**config.mk**
```make
export PLATFORM = sky130hd
export DESIGN_NAME = remappable_pin_output_select
export DESIGN_NICKNAME = d
export VERILOG_FILES = /design/src/common/pps_pkg.sv /design/src/logic/func_select_bank.sv /design/src/logic/remappable_pin_output_select.sv
export VERILOG_INCLUDE_DIRS = /design/src /design/src/common
export SDC_FILE = /design/constraint.sdc
export NUM_CORES = 1
export LEC_CHECK = 0
export BUFFER_PORTS_ARGS = -buffer_cell sky130_fd_sc_hd__buf_2
export CORE_ASPECT_RATIO = 0.75
export CORE_MARGIN = 5
export CORE_UTILIZATION = 49
export CTS_CLUSTER_DIAMETER = 30
export DETAILED_ROUTE_END_ITERATION = 10
export PLACE_DENSITY_LB_ADDON = 0.08
export SLEW_MARGIN = 10
export SYNTH_ARGS = -nofsm -noshare
export SYNTH_HDL_FRONTEND = slang
export SYNTH_SLANG_ARGS = --single-unit
```
**constraint.sdc**
```tcl
create_clock -name i_clk_sys -period 2.6 [get_ports i_clk_sys]
set_input_delay 0.13 -clock i_clk_sys [delete_from_list [all_inputs] [get_ports i_clk_sys]]
set_output_delay 0.13 -clock i_clk_sys [all_outputs]
set_load 0.05 [all_outputs]
```
**src/common/pps_consts.svh**
```systemverilog
// Purpose: Constants for the remappable pin output select block
// Assumes: Register indices are word indices; byte address is four times the index
// Notes:   Included by the package and by every design file
`ifndef PPS_CONSTS_SVH
`define PPS_CONSTS_SVH

`define RPS_NUM_PINS        13
`define RPS_CODE_W          5
`define RPS_SLOT_W          4
`define RPS_IDX_W           12
`define RPS_ADDR_W          16
`define RPS_DATA_W          32
`define RPS_PERIPH_W        32

`define RPS_IDX_PIN3        12'hEC9
`define RPS_IDX_PIN4        12'hECA
`define RPS_IDX_PIN5        12'hECB
`define RPS_IDX_PIN6        12'hECC
`define RPS_IDX_PIN7        12'hECD
`define RPS_IDX_PIN8        12'hECE
`define RPS_IDX_PIN9        12'hECF
`define RPS_IDX_PIN10       12'hED0
`define RPS_IDX_PIN11       12'hED1
`define RPS_IDX_PIN12       12'hED2
`define RPS_IDX_PIN13       12'hED3
`define RPS_IDX_PIN17       12'hED7
`define RPS_IDX_PIN18       12'hED8

`define RPS_SLOT_PIN3       4'h0
`define RPS_SLOT_PIN4       4'h1
`define RPS_SLOT_PIN5       4'h2
`define RPS_SLOT_PIN6       4'h3
`define RPS_SLOT_PIN7       4'h4
`define RPS_SLOT_PIN8       4'h5
`define RPS_SLOT_PIN9       4'h6
`define RPS_SLOT_PIN10      4'h7
`define RPS_SLOT_PIN11      4'h8
`define RPS_SLOT_PIN12      4'h9
`define RPS_SLOT_PIN13      4'hA
`define RPS_SLOT_PIN17      4'hB
`define RPS_SLOT_PIN18      4'hC

`define RPS_CODE_LSB        0
`define RPS_CODE_MSB        4
`define RPS_CODE_RESET      5'h00
`define RPS_CODE_NONE       5'h00
`define RPS_ASSIGNED_CODES  32'hFFFF_FFFE

`endif

```
**src/common/pps_pkg.sv**
```systemverilog
// Purpose: Types shared by the pin output select block and its code bank
// Assumes: Constants come from the guarded header
// Notes:   Every user writes pps_pkg::name; nothing is imported
package pps_pkg;
`include "pps_consts.svh"

	typedef logic [`RPS_CODE_W-1:0] code_t;
	typedef logic [`RPS_SLOT_W-1:0] slot_t;

	typedef struct packed
	{
		logic  hit;
		slot_t slot;
	} slot_dec_t;

	typedef struct packed
	{
		logic  en;
		slot_t slot;
		code_t code;
	} code_wr_t;

	typedef struct packed
	{
		logic  en;
		logic  hit;
		slot_t slot;
	} code_rd_t;

	typedef struct packed
	{
		code_t [`RPS_NUM_PINS-1:0] codes;
		code_t                     rd_data;
	} bank_state_t;

	typedef struct packed
	{
		logic                      ready;
		logic                      slverr;
		logic [`RPS_NUM_PINS-1:0]  pin_en;
		logic [`RPS_NUM_PINS-1:0]  pin_out;
	} sel_state_t;
endpackage

```
**src/logic/func_select_bank.sv**
```systemverilog
// Purpose: Bank of function codes, one per remappable pin
// Assumes: Writer only raises the write enable for a valid slot
// Notes:   Read data is registered; all codes are also presented in parallel
`include "pps_consts.svh"

module func_select_bank (
	input  wire logic                                i_clk_sys,
	input  wire logic                                i_reset_n,
	input  wire pps_pkg::code_wr_t                   i_wr,
	input  wire pps_pkg::code_rd_t                   i_rd,
	output pps_pkg::code_t                           o_rd_data,
	output pps_pkg::code_t [`RPS_NUM_PINS-1:0]       o_codes
);
	pps_pkg::bank_state_t st_q;
	pps_pkg::bank_state_t st_d;

	always_comb
	begin
		st_d = st_q;
		if (i_wr.en)
		begin
			st_d.codes[i_wr.slot] = i_wr.code;
		end
		if (i_rd.en)
		begin
			// Unmapped reads load zero rather than an out-of-range entry
			st_d.rd_data = i_rd.hit ? st_q.codes[i_rd.slot] : `RPS_CODE_RESET;
		end
	end

	always_ff @(posedge i_clk_sys or negedge i_reset_n)
	begin
		if (!i_reset_n)
		begin
			st_q <= '0;
		end
		else
		begin
			st_q <= st_d;
		end
	end

	assign o_rd_data = st_q.rd_data;
	assign o_codes   = st_q.codes;

	reset_clear_a: assert property (@(posedge i_clk_sys)
		$rose(i_reset_n) |-> (st_q.codes == '0))
		else $error("code bank not cleared by reset");
endmodule

```
**src/logic/remappable_pin_output_select.sv**
```systemverilog
// Purpose: APB register bank choosing which peripheral output drives each remappable pin
// Assumes: Lock and peripheral outputs come from logic on the system clock
// Notes:   Pin outputs are registered, so they follow a code or source change one cycle late
// Behaviour
// - Pin output follows function chosen by code
// - Bits seven to five read zero, ignore writes
// - Codes writable only while lock is clear
// - All codes are zero after reset
// - One register per pin, base plus pin
`include "pps_consts.svh"

module remappable_pin_output_select (
	input  wire logic                          i_clk_sys,
	input  wire logic                          i_reset_n,
	input  wire logic                          i_psel,
	input  wire logic                          i_penable,
	input  wire logic                          i_pwrite,
	input  wire logic [`RPS_ADDR_W-1:0]        i_paddr,
	input  wire logic [`RPS_DATA_W-1:0]        i_pwdata,
	output logic      [`RPS_DATA_W-1:0]        o_prdata,
	output logic                               o_pready,
	output logic                               o_pslverr,
	input  wire logic                          i_pin_config_lock,
	input  wire logic [`RPS_PERIPH_W-1:0]      i_periph_out,
	output logic      [`RPS_NUM_PINS-1:0]      o_pin_out,
	output logic      [`RPS_NUM_PINS-1:0]      o_pin_periph_en
);
	localparam logic [`RPS_PERIPH_W-1:0] assigned_codes = `RPS_ASSIGNED_CODES;

	pps_pkg::sel_state_t                      st_q;
	pps_pkg::sel_state_t                      st_d;
	pps_pkg::slot_dec_t                       dec;
	pps_pkg::code_wr_t                        wr;
	pps_pkg::code_rd_t                        rd;
	pps_pkg::code_t                           rd_code;
	pps_pkg::code_t [`RPS_NUM_PINS-1:0]       codes;
	logic           [`RPS_NUM_PINS-1:0]       route_en;
	logic           [`RPS_NUM_PINS-1:0]       route_val;
	logic                                     setup;
	logic                                     access_done;

	// Word index to pin slot; a misaligned or out-of-window address misses
	function automatic pps_pkg::slot_dec_t decode_index(
		input logic [`RPS_ADDR_W-1:0] addr
	);
		logic [`RPS_IDX_W-1:0] idx;
		pps_pkg::slot_dec_t    r;
		idx    = addr[13:2];
		r.hit  = 1'b0;
		r.slot = '0;
		if (addr[15:14] != 2'h0 || addr[1:0] != 2'h0)
		begin
			r.hit = 1'b0;
		end
		else if (idx == `RPS_IDX_PIN3)
		begin
			r.hit  = 1'b1;
			r.slot = `RPS_SLOT_PIN3;
		end
		else if (idx == `RPS_IDX_PIN4)
		begin
			r.hit  = 1'b1;
			r.slot = `RPS_SLOT_PIN4;
		end
		else if (idx == `RPS_IDX_PIN5)
		begin
			r.hit  = 1'b1;
			r.slot = `RPS_SLOT_PIN5;
		end
		else if (idx == `RPS_IDX_PIN6)
		begin
			r.hit  = 1'b1;
			r.slot = `RPS_SLOT_PIN6;
		end
		else if (idx == `RPS_IDX_PIN7)
		begin
			r.hit  = 1'b1;
			r.slot = `RPS_SLOT_PIN7;
		end
		else if (idx == `RPS_IDX_PIN8)
		begin
			r.hit  = 1'b1;
			r.slot = `RPS_SLOT_PIN8;
		end
		else if (idx == `RPS_IDX_PIN9)
		begin
			r.hit  = 1'b1;
			r.slot = `RPS_SLOT_PIN9;
		end
		else if (idx == `RPS_IDX_PIN10)
		begin
			r.hit  = 1'b1;
			r.slot = `RPS_SLOT_PIN10;
		end
		else if (idx == `RPS_IDX_PIN11)
		begin
			r.hit  = 1'b1;
			r.slot = `RPS_SLOT_PIN11;
		end
		else if (idx == `RPS_IDX_PIN12)
		begin
			r.hit  = 1'b1;
			r.slot = `RPS_SLOT_PIN12;
		end
		else if (idx == `RPS_IDX_PIN13)
		begin
			r.hit  = 1'b1;
			r.slot = `RPS_SLOT_PIN13;
		end
		else if (idx == `RPS_IDX_PIN17)
		begin
			r.hit  = 1'b1;
			r.slot = `RPS_SLOT_PIN17;
		end
		else if (idx == `RPS_IDX_PIN18)
		begin
			r.hit  = 1'b1;
			r.slot = `RPS_SLOT_PIN18;
		end
		return r;
	endfunction

	assign setup       = i_psel && !i_penable;
	assign access_done = i_psel && i_penable && st_q.ready;
	assign dec         = decode_index(i_paddr);

	// Locked writes complete normally on the bus but change nothing
	always_comb
	begin
		wr.en   = access_done && i_pwrite && dec.hit && !i_pin_config_lock;
		wr.slot = dec.slot;
		wr.code = i_pwdata[`RPS_CODE_MSB:`RPS_CODE_LSB];
	end

	// Read is captured at the setup edge so data is ready in the first access cycle
	always_comb
	begin
		rd.en   = setup && !i_pwrite;
		rd.hit  = dec.hit;
		rd.slot = dec.slot;
	end

	func_select_bank u_bank (
		.i_clk_sys (i_clk_sys),
		.i_reset_n (i_reset_n),
		.i_wr      (wr),
		.i_rd      (rd),
		.o_rd_data (rd_code),
		.o_codes   (codes)
	);

	// A code without a function in this part must not steal the pin from the port
	for (genvar p = 0; p < `RPS_NUM_PINS; p++)
	begin : g_pin
		assign route_en[p]  = (codes[p] != `RPS_CODE_NONE) && assigned_codes[codes[p]];
		assign route_val[p] = route_en[p] && i_periph_out[codes[p]];

		route_follow_a: assert property (@(posedge i_clk_sys) disable iff (!i_reset_n)
			route_en[p] |=> (o_pin_periph_en[p] && o_pin_out[p] == $past(i_periph_out[codes[p]])))
			else $error("pin output does not follow selected function");

		zero_release_a: assert property (@(posedge i_clk_sys) disable iff (!i_reset_n)
			(codes[p] == `RPS_CODE_NONE) |=> (!o_pin_periph_en[p] && !o_pin_out[p]))
			else $error("pin claimed with no function selected");

		// A pin the port still owns must not see a stray peripheral level
		periph_gate_a: assert property (@(posedge i_clk_sys) disable iff (!i_reset_n)
			!o_pin_periph_en[p] |-> !o_pin_out[p])
			else $error("pin driven while not owned");

		pin_steady_a: assert property (@(posedge i_clk_sys) disable iff (!i_reset_n)
			($stable(codes[p]) && $stable(i_periph_out)) |=> $stable(o_pin_out[p]))
			else $error("pin output moved with no cause");

		owner_code_a: assert property (@(posedge i_clk_sys) disable iff (!i_reset_n)
			o_pin_periph_en[p] |-> ($past(codes[p]) != `RPS_CODE_NONE))
			else $error("pin owned under a zero code");

		pin_source_a: assert property (@(posedge i_clk_sys) disable iff (!i_reset_n)
			o_pin_out[p] |-> $past(i_periph_out[codes[p]]))
			else $error("pin high without its source high");

		// Only a clean unlocked write aimed at this slot may touch its code
		slot_guard_a: assert property (@(posedge i_clk_sys) disable iff (!i_reset_n)
			!(access_done && i_pwrite && dec.hit && !i_pin_config_lock
				&& dec.slot == pps_pkg::slot_t'(p)) |=> $stable(codes[p]))
			else $error("code changed without a write to its slot");
	end

	always_comb
	begin
		st_d         = st_q;
		st_d.ready   = setup && !st_q.ready;
		st_d.slverr  = setup && !dec.hit;
		st_d.pin_en  = route_en;
		st_d.pin_out = route_val;
	end

	always_ff @(posedge i_clk_sys or negedge i_reset_n)
	begin
		if (!i_reset_n)
		begin
			st_q <= '0;
		end
		else
		begin
			st_q <= st_d;
		end
	end

	assign o_prdata        = {{(`RPS_DATA_W-`RPS_CODE_W){1'b0}}, rd_code};
	assign o_pready        = st_q.ready;
	assign o_pslverr       = st_q.slverr;
	assign o_pin_out       = st_q.pin_out;
	assign o_pin_periph_en = st_q.pin_en;

	upper_zero_a: assert property (@(posedge i_clk_sys) disable iff (!i_reset_n)
		o_pready |-> (o_prdata[`RPS_DATA_W-1:`RPS_CODE_W] == '0))
		else $error("unimplemented bits read nonzero");

	lock_hold_a: assert property (@(posedge i_clk_sys) disable iff (!i_reset_n)
		(access_done && i_pwrite && i_pin_config_lock) |=> $stable(codes))
		else $error("code changed while locked");

	write_take_a: assert property (@(posedge i_clk_sys) disable iff (!i_reset_n)
		(access_done && i_pwrite && dec.hit && !i_pin_config_lock)
		|=> (codes[$past(dec.slot)] == $past(i_pwdata[`RPS_CODE_MSB:`RPS_CODE_LSB])))
		else $error("unlocked write not stored");

	reset_zero_a: assert property (@(posedge i_clk_sys)
		$rose(i_reset_n) |-> (codes == '0 && o_prdata == '0))
		else $error("registers not zero after reset");

	map_error_a: assert property (@(posedge i_clk_sys) disable iff (!i_reset_n)
		(setup && !o_pready) |=> (o_pready && (o_pslverr == !$past(dec.hit))))
		else $error("decode answer wrong");

	read_back_a: assert property (@(posedge i_clk_sys) disable iff (!i_reset_n)
		(setup && !o_pready && !i_pwrite && dec.hit)
		|=> (o_prdata[`RPS_CODE_MSB:`RPS_CODE_LSB] == $past(codes[dec.slot])))
		else $error("read data not from addressed register");

	ready_pulse_a: assert property (@(posedge i_clk_sys) disable iff (!i_reset_n)
		o_pready |=> !o_pready)
		else $error("ready held longer than one cycle");

	// The checks below lean on the master holding the address from setup through access
	slverr_pair_a: assert property (@(posedge i_clk_sys) disable iff (!i_reset_n)
		o_pslverr |-> o_pready)
		else $error("error flagged without ready");

	slverr_pulse_a: assert property (@(posedge i_clk_sys) disable iff (!i_reset_n)
		o_pslverr |=> !o_pslverr)
		else $error("error held longer than one cycle");

	miss_read_a: assert property (@(posedge i_clk_sys) disable iff (!i_reset_n)
		(setup && !i_pwrite && !dec.hit) |=> (o_prdata == '0))
		else $error("unmapped read returned data");

	miss_write_a: assert property (@(posedge i_clk_sys) disable iff (!i_reset_n)
		(access_done && i_pwrite && !dec.hit) |=> $stable(codes))
		else $error("unmapped write changed a code");

	read_only_a: assert property (@(posedge i_clk_sys) disable iff (!i_reset_n)
		(access_done && !i_pwrite) |=> $stable(codes))
		else $error("read changed a code");

	idle_hold_a: assert property (@(posedge i_clk_sys) disable iff (!i_reset_n)
		!(i_psel && i_penable) |=> $stable(codes))
		else $error("code changed outside an access");

	idle_ready_a: assert property (@(posedge i_clk_sys) disable iff (!i_reset_n)
		!i_psel |=> !o_pready)
		else $error("ready raised while not selected");

	ready_origin_a: assert property (@(posedge i_clk_sys) disable iff (!i_reset_n)
		o_pready |-> $past(i_psel && !i_penable))
		else $error("ready without a setup cycle");

	setup_quiet_a: assert property (@(posedge i_clk_sys) disable iff (!i_reset_n)
		setup |-> !o_pready)
		else $error("ready already high in setup");

	// Zero wait states: every access cycle must complete
	access_ready_a: assert property (@(posedge i_clk_sys) disable iff (!i_reset_n)
		(i_psel && i_penable) |-> o_pready)
		else $error("access cycle stretched");

	hit_clean_a: assert property (@(posedge i_clk_sys) disable iff (!i_reset_n)
		(i_psel && i_penable && dec.hit) |-> !o_pslverr)
		else $error("mapped access flagged as error");

	miss_flag_a: assert property (@(posedge i_clk_sys) disable iff (!i_reset_n)
		(i_psel && i_penable && !dec.hit) |-> o_pslverr)
		else $error("unmapped access not flagged");

	misaligned_a: assert property (@(posedge i_clk_sys) disable iff (!i_reset_n)
		(setup && i_paddr[1:0] != 2'h0) |=> o_pslverr)
		else $error("misaligned address accepted");

	high_addr_a: assert property (@(posedge i_clk_sys) disable iff (!i_reset_n)
		(setup && i_paddr[15:14] != 2'h0) |=> o_pslverr)
		else $error("address above window accepted");

	read_data_a: assert property (@(posedge i_clk_sys) disable iff (!i_reset_n)
		(i_psel && i_penable && !i_pwrite && dec.hit)
		|-> (o_prdata[`RPS_CODE_MSB:`RPS_CODE_LSB] == codes[dec.slot]))
		else $error("read data differs from stored code");

	prdata_hold_a: assert property (@(posedge i_clk_sys) disable iff (!i_reset_n)
		!(setup && !i_pwrite) |=> $stable(o_prdata))
		else $error("read data moved between reads");

	// Locked writes stay silent on the bus so old drivers keep running
	locked_quiet_a: assert property (@(posedge i_clk_sys) disable iff (!i_reset_n)
		(access_done && i_pwrite && dec.hit && i_pin_config_lock) |-> !o_pslverr)
		else $error("locked write flagged as error");

	locked_read_a: assert property (@(posedge i_clk_sys) disable iff (!i_reset_n)
		(i_psel && i_penable && !i_pwrite && dec.hit && i_pin_config_lock) |-> !o_pslverr)
		else $error("read refused while locked");

	locked_pins_a: assert property (@(posedge i_clk_sys) disable iff (!i_reset_n)
		(access_done && i_pwrite && i_pin_config_lock) |=> $stable(o_pin_periph_en))
		else $error("pin ownership moved under lock");

	reset_out_a: assert property (@(posedge i_clk_sys)
		$rose(i_reset_n) |-> (!o_pready && !o_pslverr && o_pin_out == '0
			&& o_pin_periph_en == '0))
		else $error("outputs not quiet after reset");

	release_cov_c: cover property (@(posedge i_clk_sys) disable iff (!i_reset_n)
		$fell(o_pin_periph_en[0]));

	write_cov_c: cover property (@(posedge i_clk_sys) disable iff (!i_reset_n)
		access_done && i_pwrite && dec.hit && !i_pin_config_lock);

	locked_cov_c: cover property (@(posedge i_clk_sys) disable iff (!i_reset_n)
		access_done && i_pwrite && dec.hit && i_pin_config_lock);

	read_cov_c: cover property (@(posedge i_clk_sys) disable iff (!i_reset_n)
		access_done && !i_pwrite && dec.hit && o_prdata != '0);

	unmapped_cov_c: cover property (@(posedge i_clk_sys) disable iff (!i_reset_n)
		access_done && o_pslverr);
endmodule

```
==> key figures, run 1 <==
Outcome
  – Outcome: complete, no violations

Global route
  – Global Route Usage Sum: 28.57%
  – GR Overflow Total: 0
  – First-pass GRT wire length: 41.66 mm
  – Largest net degree at the start of global routing: 54
  – Antenna violations before repair: 0
  – Number of global-route vias before repair: 6588

Clock network
  – Post-CTS Setup Bufs: 0
  – CTS max path bufs: 2
  – H-tree levels: 3
  – TritonCTS clock tree: built
  – Root Driver: clkbuf_16
  – Clk sinks: 98
  – Hold_buf cts: 1
  – Num CTS Buffers: 9
  – Worst skew pair latency: 360 ps
  – CTS resizes: 0
  – Clock transition at path regs: 70 ps

Timing
  – Final Max Tran Viols: 0
  – Relative slew slack: 56.08%
  – Worst-Margin Slew: 658.8 ps
  – Final period util: 84.19%
  – Setup TNS: 0 ps
  – Unrepaired setup endpoints after global routing: false
  – Fin Clk Skew: 10.54 ps
  – Fin. Hold Viols: 0
  – Period minus WS final: 2189 ps
  – Max Freq: 456.9 MHz
  – Setup violations, final: 0

Cells and area
  – Ant. Diodes: 0
  – Nets@finish: 776
  – Fin util: 54.18%
  – Area grow syn2layout: 9.116%
  – Share of post-route cells with drive strength above 1: 50.72%

Job
  – Max cap viols: 0

Floorplan
  – Vert. Die Dim: 122.7 um
  – DIE AREA: 0.01968 mm2
  – Die X: 160.3 um
  – Initial Util: 49.66%
  – IO Pins: 146
  – Row Count: 41
  – Core footprint: 0.01672 mm2

Placement
  – Gp weighted congestion: 0.9319
  – # port buffers: 91
  – Dpl hpwl: 18.49 mm

Synthesis
  – Register bit total from synthesis: 98
  – Most common flop cell mapped by yosys: dfrtp_1
  – Cell area after synthesis: 0.008304 mm2
  – Synth area leaders: mux4_2 35%, dfrtp_1 30%, mux2_2 8.8%
  – Ys Warns: 0
  – Synth top area share: 35.26%
  – Library cells used by synthesis: 56
  – Area leader, netlist: mux4_2
  – Sequential element share of the synthesized area: 29.53%
  – Avg Cell Area, Syn: 12.89 um2
  – Post-Syn Instances: 644
  – Ys async rst share: 100.0%
  – Post-synth EDFFs: 0

Detailed routing
  – DRC violation count after routing: 0
  – WL/cell: 30.30 um
  – First-pass iteration count of the detailed router: 6
  – ANT nets after route: 0
  – Via Count: 6555
  – Routed WL: 27.55 mm
  – DR iter-0 viols: 750
  – Vias per cell: 7.211

Pwr
  – Sequential Power Share: 43.9%
  – Switch Pwr: 1.011 mW
  – Internal Power: 2.461 mW
  – Net Sw Frac: 29.11%
  – Pwr Total: 3.472 mW
  – Gate power share: 16.5%
  – Clock power share: 39.6%
  – Lkg Pwr: 3.773 nW
  – Power Dens Cells: 383.2 mW/mm2
  – Max rail drop VDD: 0.0002948 V

Critical path
  – Critical path's most frequent cell: mux4_2
  – Worst Setup End Kind: flop
  – CP max stage delay: 730 ps
  – Crit path max-delay family: multiplexers
  – CP Data Required Time: 2840 ps
  – Setup CP Type: flop to flop
  – CP max-delay cell: dfrtp_1
  – Buf+Inv Stages, Crit Path: 0
  – WP data arrival: 2430 ps
  – Setup crit start kind: flop
  – CP Cell Sequence: mux4_2, mux4_2, mux2i_1, a21oi_1
  – Worst Path Max Fanout: 11

Hold path
  – Min-Delay Path Class: input port to flop
## layer usage
layer	track usage, %	vias up	routed length, um
met1	40.23	3370	10750
met2	42.65	520	12110
met4	9.887	0	951
met5	1.010	-	0
met3	8.426	84	3737
li1	-	2581	-
## power by group through the flow
| stage | Clock (mW) | Combinational (mW) | Sequential, mW |
|---|---|---|---|
| 2_1_floorplan | 0 | 0.370 | 1.56 |
| 3_3_place_gp | 0 | 0.536 | 1.56 |
| 3_5_place_dp | 0 | 0.553 | 1.56 |
| 4_1_cts | 1.40 | 0.556 | 1.53 |
| 5_1_grt | 1.46 | 0.592 | 1.53 |
| 6_report | 1.37 | 0.573 | 1.53 |
## Yosys cell counts, types with 7 or more instances
cell      instances
a21oi_1          23
and2_1            7
buf_2            18
buf_4            33
clkbuf_1         52
dfrtp_1          98
inv_1            15
mux2_2           65
mux2i_1          23
mux4_2          130
nand2_1          39
nor2_1           20
nor2_4           12
nor3_1           13
o211ai_1         13
## cells in the final DEF, fill, tap and decap left out, types with 5 or more instances in the layout
cell type and instances:
a2111oi_0 6, a21oi_1 23, a31oi_1 5, a32oi_1 6, and2_1 7, buf_2 90, buf_4 20, clkbuf_16 9
conb_1 27, dfrtp_1 98, inv_1 15, mux2_2 65, mux2i_1 23, mux4_2 130, nand2_1 39, nor2_1 20
nor2_4 12, nor3_1 13, o211ai_1 13, o221ai_1 6
## worst paths after layout
| kind | from | endpoint | slack (ps) | cells past startpoint |
|---|---|---|---|---|
| max | u_bank.o_codes[55] | o_pin_out[11] | 410 | 4 |
| min reg2reg | o_pready | o_pready | 460 | 1 |
| max in group asynchronous | i_reset_n | u_bank.o_rd_data[4] | 1540 | 3 |
| min | i_psel | o_pready | 60 | 3 |
| max reg2reg | u_bank.o_codes[55] | o_pin_out[11] | 410 | 4 |
| min in group asynchronous | i_reset_n | o_pin_periph_en[12] | 340 | 2 |
## cell families after synthesis
family	Yosys count	synth area share [%]
AOI/OAI and AO/OA	85	7.639
xor gates and xnor gates	1	0.1055
buffers and inverters	118	7.097
DFF	98	29.53
muxes	218	46.84
other	1	0.04516
and+or+nand+nor	123	8.739
## state kept, by name, summed over array words and instances, names as in the netlist
| name | count |
|---|---|
| u_bank.o_codes | 65 |
| o_pin_out | 13 |
| o_pin_periph_en | 13 |
| u_bank.o_rd_data | 5 |
| o_pready | 1 |
| o_pslverr | 1 |
## worst min-delay path, delay by kind of cell
family / cells / cell delay [ps]
simple gates: 2 / 140
buf+inv: 1 / 100
## per-stage QoR
step	cells	area [um2]	worst slack (ps)	hold slack, ps
finish	909	9061	411.1	59.68
global route	909	9061	312.1	85.32
CTS	909	9061	405.6	47.99
detailed placement	893	8758	95.06	197.2
global placement	893	8758	104.1	182.4
floorplan	670	8402	483.4	-165.6
## layout make-up
type	count	area, um2
Clock inverter	6	67.56
Timing Repair Buffer	112	630.6
Multi-Input combinational cell	454	5360
Inverter	15	56.30
Fill cell	1416	7662
Clock buffer	9	225.2
Tap cell	215	269.0
Sequential cell	98	2452
Power figures use the tool's default switching activity.
==> run 2: changes to the inputs <==
- clock period: 2.6 -> 2.1 ns (I/O delays scaled with it)
==> key figures, run 2 (synthesis results as in run 1) <==
Outcome
  – Outcome: complete, no violations (unchanged)

Placement
  – # port buffers: 91 (unchanged)
  – Dpl cells: 933 (was 893)
  – Gp weighted congestion: 0.9557 (was 0.9319)
  – Pre-CTS setup slack: -273.2 ps (was 95.06 ps)
  – Dpl hpwl: 18.50 mm (was 18.49 mm)

Detailed routing
  – Vias per cell: 6.974 (was 7.211)
  – WL/cell: 28.60 um (was 30.30 um)
  – DR iter-0 viols: 979 (was 750)
  – Routed WL: 27.17 mm (was 27.55 mm)
  – First-pass iteration count of the detailed router: 5 (was 6)
  – ANT nets after route: 0 (unchanged)
  – Via Count: 6625 (was 6555)
  – DRC violation count after routing: 0 (unchanged)

Timing
  – Relative slew slack: 58.65% (was 56.08%)
  – Worst-Margin Slew: 604.6 ps (was 658.8 ps)
  – Unrepaired setup endpoints after global routing: false (unchanged)
  – Setup violations, final: 0 (unchanged)
  – Max Freq: 506.6 MHz (was 456.9 MHz)
  – Fin. Hold Viols: 0 (unchanged)
  – Period minus WS final: 1974 ps (was 2189 ps)
  – Hold slack: 36.77 ps (was 59.68 ps)
  – Final period util: 94.01% (was 84.19%)
  – Fin Clk Skew: 8.800 ps (was 10.54 ps)
  – Setup ws final: 125.9 ps (was 411.1 ps)
  – Final Max Tran Viols: 0 (unchanged)

Floorplan
  – Die X: 160.3 um (unchanged)
  – DIE AREA: 0.01968 mm2 (unchanged)
  – Initial Util: 49.66% (unchanged)
  – IO Pins: 146 (unchanged)
  – Vert. Die Dim: 122.7 um (unchanged)
  – Core footprint: 0.01672 mm2 (unchanged)
  – Row Count: 41 (unchanged)

Cells and area
  – Multi-input logic area: 0.005363 mm2 (was 0.005360 mm2)
  – Share of post-route cells with drive strength above 1: 54.29% (was 50.72%)
  – Ant. Diodes: 0 (unchanged)
  – Nets@finish: 816 (was 776)
  – Fill cell count: 1408 (was 1416)
  – Max reg flops: 65 (unchanged)
  – Most common cell after layout, fill and taps aside: mux4_2 (unchanged)
  – Final Non-Filler Cells: 950 (was 909)
  – Commonest cells after routing, fill and taps aside: 130 x mux4_2, 91 x dfrtp_1, 90 x buf_2, 65 x mux2_2, 56 x buf_4 (was 130 x mux4_2, 98 x dfrtp_1, 90 x buf_2, 65 x mux2_2, 39 x nand2_1)
  – Register area: 0.002461 mm2 (was 0.002452 mm2)
  – Area grow syn2layout: 13.74% (was 9.116%)
  – Fin util: 56.48% (was 54.18%)

Hold path
  – Min-Delay Path Class: input port to flop (unchanged)

Critical path
  – CP Data Required Time: 2360 ps (was 2840 ps)
  – CP max stage delay: 530 ps (was 730 ps)
  – Buf+Inv Stages, Crit Path: 2 (was 0)
  – Worst Path Max Fanout: 9 (was 11)
  – CP max-delay cell: dfrtp_2 (was dfrtp_1)
  – CP Cell Sequence: buf_4, o211a_1, a2111oi_0, a2111oi_0, buf_4, a31o_1 (was mux4_2, mux4_2, mux2i_1, a21oi_1)
  – Setup CP Type: flop to flop (unchanged)
  – Worst Setup End Kind: flop (unchanged)
  – WP data arrival: 2230 ps (was 2430 ps)
  – Crit path max-delay family: compound AO/OA/AOI/OAI gates (was multiplexers)
  – Setup crit start kind: flop (unchanged)

Global route
  – GR Overflow Total: 0 (unchanged)
  – Number of global-route vias before repair: 6664 (was 6588)
  – Largest net degree at the start of global routing: 99 (was 54)
  – Global Route Usage Sum: 28.10% (was 28.57%)
  – First-pass GRT wire length: 41.22 mm (was 41.66 mm)
  – Antenna violations before repair: 0 (unchanged)

Pwr
  – Power Dens Cells: 465.1 mW/mm2 (was 383.2 mW/mm2)
  – Lkg Pwr: 3.993 nW (was 3.773 nW)
  – Gate power share: 16.6% (was 16.5%)
  – Max rail drop VDD: 0.0003320 V (was 0.0002948 V)
  – Pwr Total: 4.393 mW (was 3.472 mW)
  – Sequential Power Share: 43.0% (was 43.9%)
  – Switch Pwr: 1.271 mW (was 1.011 mW)
  – Internal Power: 3.122 mW (was 2.461 mW)
  – Net Sw Frac: 28.93% (was 29.11%)
  – Clock power share: 40.4% (was 39.6%)

Clock network
  – CTS max path bufs: 2 (unchanged)
  – H-tree levels: 3 (unchanged)
  – Clock transition at path regs: 70 ps (about the same)
  – Root Driver: clkbuf_16 (unchanged)
  – Clk sinks: 98 (unchanged)
  – Post-CTS Setup Bufs: 0 (unchanged)
  – Worst skew pair latency: 360 ps (about the same)
  – TritonCTS clock tree: built (unchanged)
  – Num CTS Buffers: 9 (unchanged)

Job
  – Max cap viols: 0 (unchanged)
## run 2: cell types whose count changed in the layout (fill, tap and decap cells not counted), sizes merged
| cell | before | now |
|---|---|---|
| inv | 16 | 17 |
| clkinvlp | 2 | 0 |
| clkbuf | 9 | 11 |
| buf | 111 | 151 |
## run 2: power by group through the flow
stage	Combinational (mW)	Sequential, mW	Clock, mW
3_3_place_gp	0.684	1.93	0
6_report	0.728	1.89	1.78
4_1_cts	0.705	1.89	1.80
2_1_floorplan	0.458	1.93	0
5_1_grt	0.753	1.89	1.88
3_5_place_dp	0.702	1.93	0
## run 2: cell type report
class / count / area share, %
Clock buffer: 11 / 2.570
Clock inverter: 5 / 0.7683
Inverter: 15 / 0.5961
Multi-Input combinational cell: 454 / 56.78
Sequential cell: 98 / 26.06
Tap cell: 215 / 2.848
Timing Repair Buffer: 152 / 10.39
## run 2: worst register-to-register path, cell delays in order, from the launching register on
cell       delay (ps)
dfrtp_2           530
buf_4             190
o211a_1           110
a2111oi_0         490
a2111oi_0         210
buf_4             180
a31o_1            160
## run 2: metrics by stage
step | cell area [um2] | setup TNS, ps
2_1_floorplan | 8403 | 0
3_5_place_dp | 9110 | -4006
4_1_cts | 9440 | 0
3_3_place_gp | 9110 | -2096
5_1_grt | 9445 | 0
6_report | 9445 | 0
## run 2: metal layers
metal	GRT usage, %	vias up	wire length, um
li1	-	2668	-
met1	39.61	3342	10540
met2	43.04	556	12230
met3	8.761	59	3807
met4	6.932	0	591
met5	0	-	0
## run 2: repair_timing
action                                  4_1_cts  5_1_grt
endpoints found under the setup margin        4        4
endpoints found under the hold margin        98        0
hold buffers                                  1        0
resized for setup                             4        4
## run 2: final timing paths
path                               startpoint  depth (start not counted)  slack (ps)             endpoint
max                        u_bank.o_codes[55]                          6         130  u_bank.o_rd_data[0]
min                                    i_psel                          3          40             o_pready
max reg2reg                u_bank.o_codes[55]                          6         130  u_bank.o_rd_data[0]
min reg2reg                          o_pready                          1         450             o_pready
max in group asynchronous           i_reset_n                          3        1310    u_bank.o_codes[0]
min in group asynchronous           i_reset_n                          3         330        o_pin_out[12]
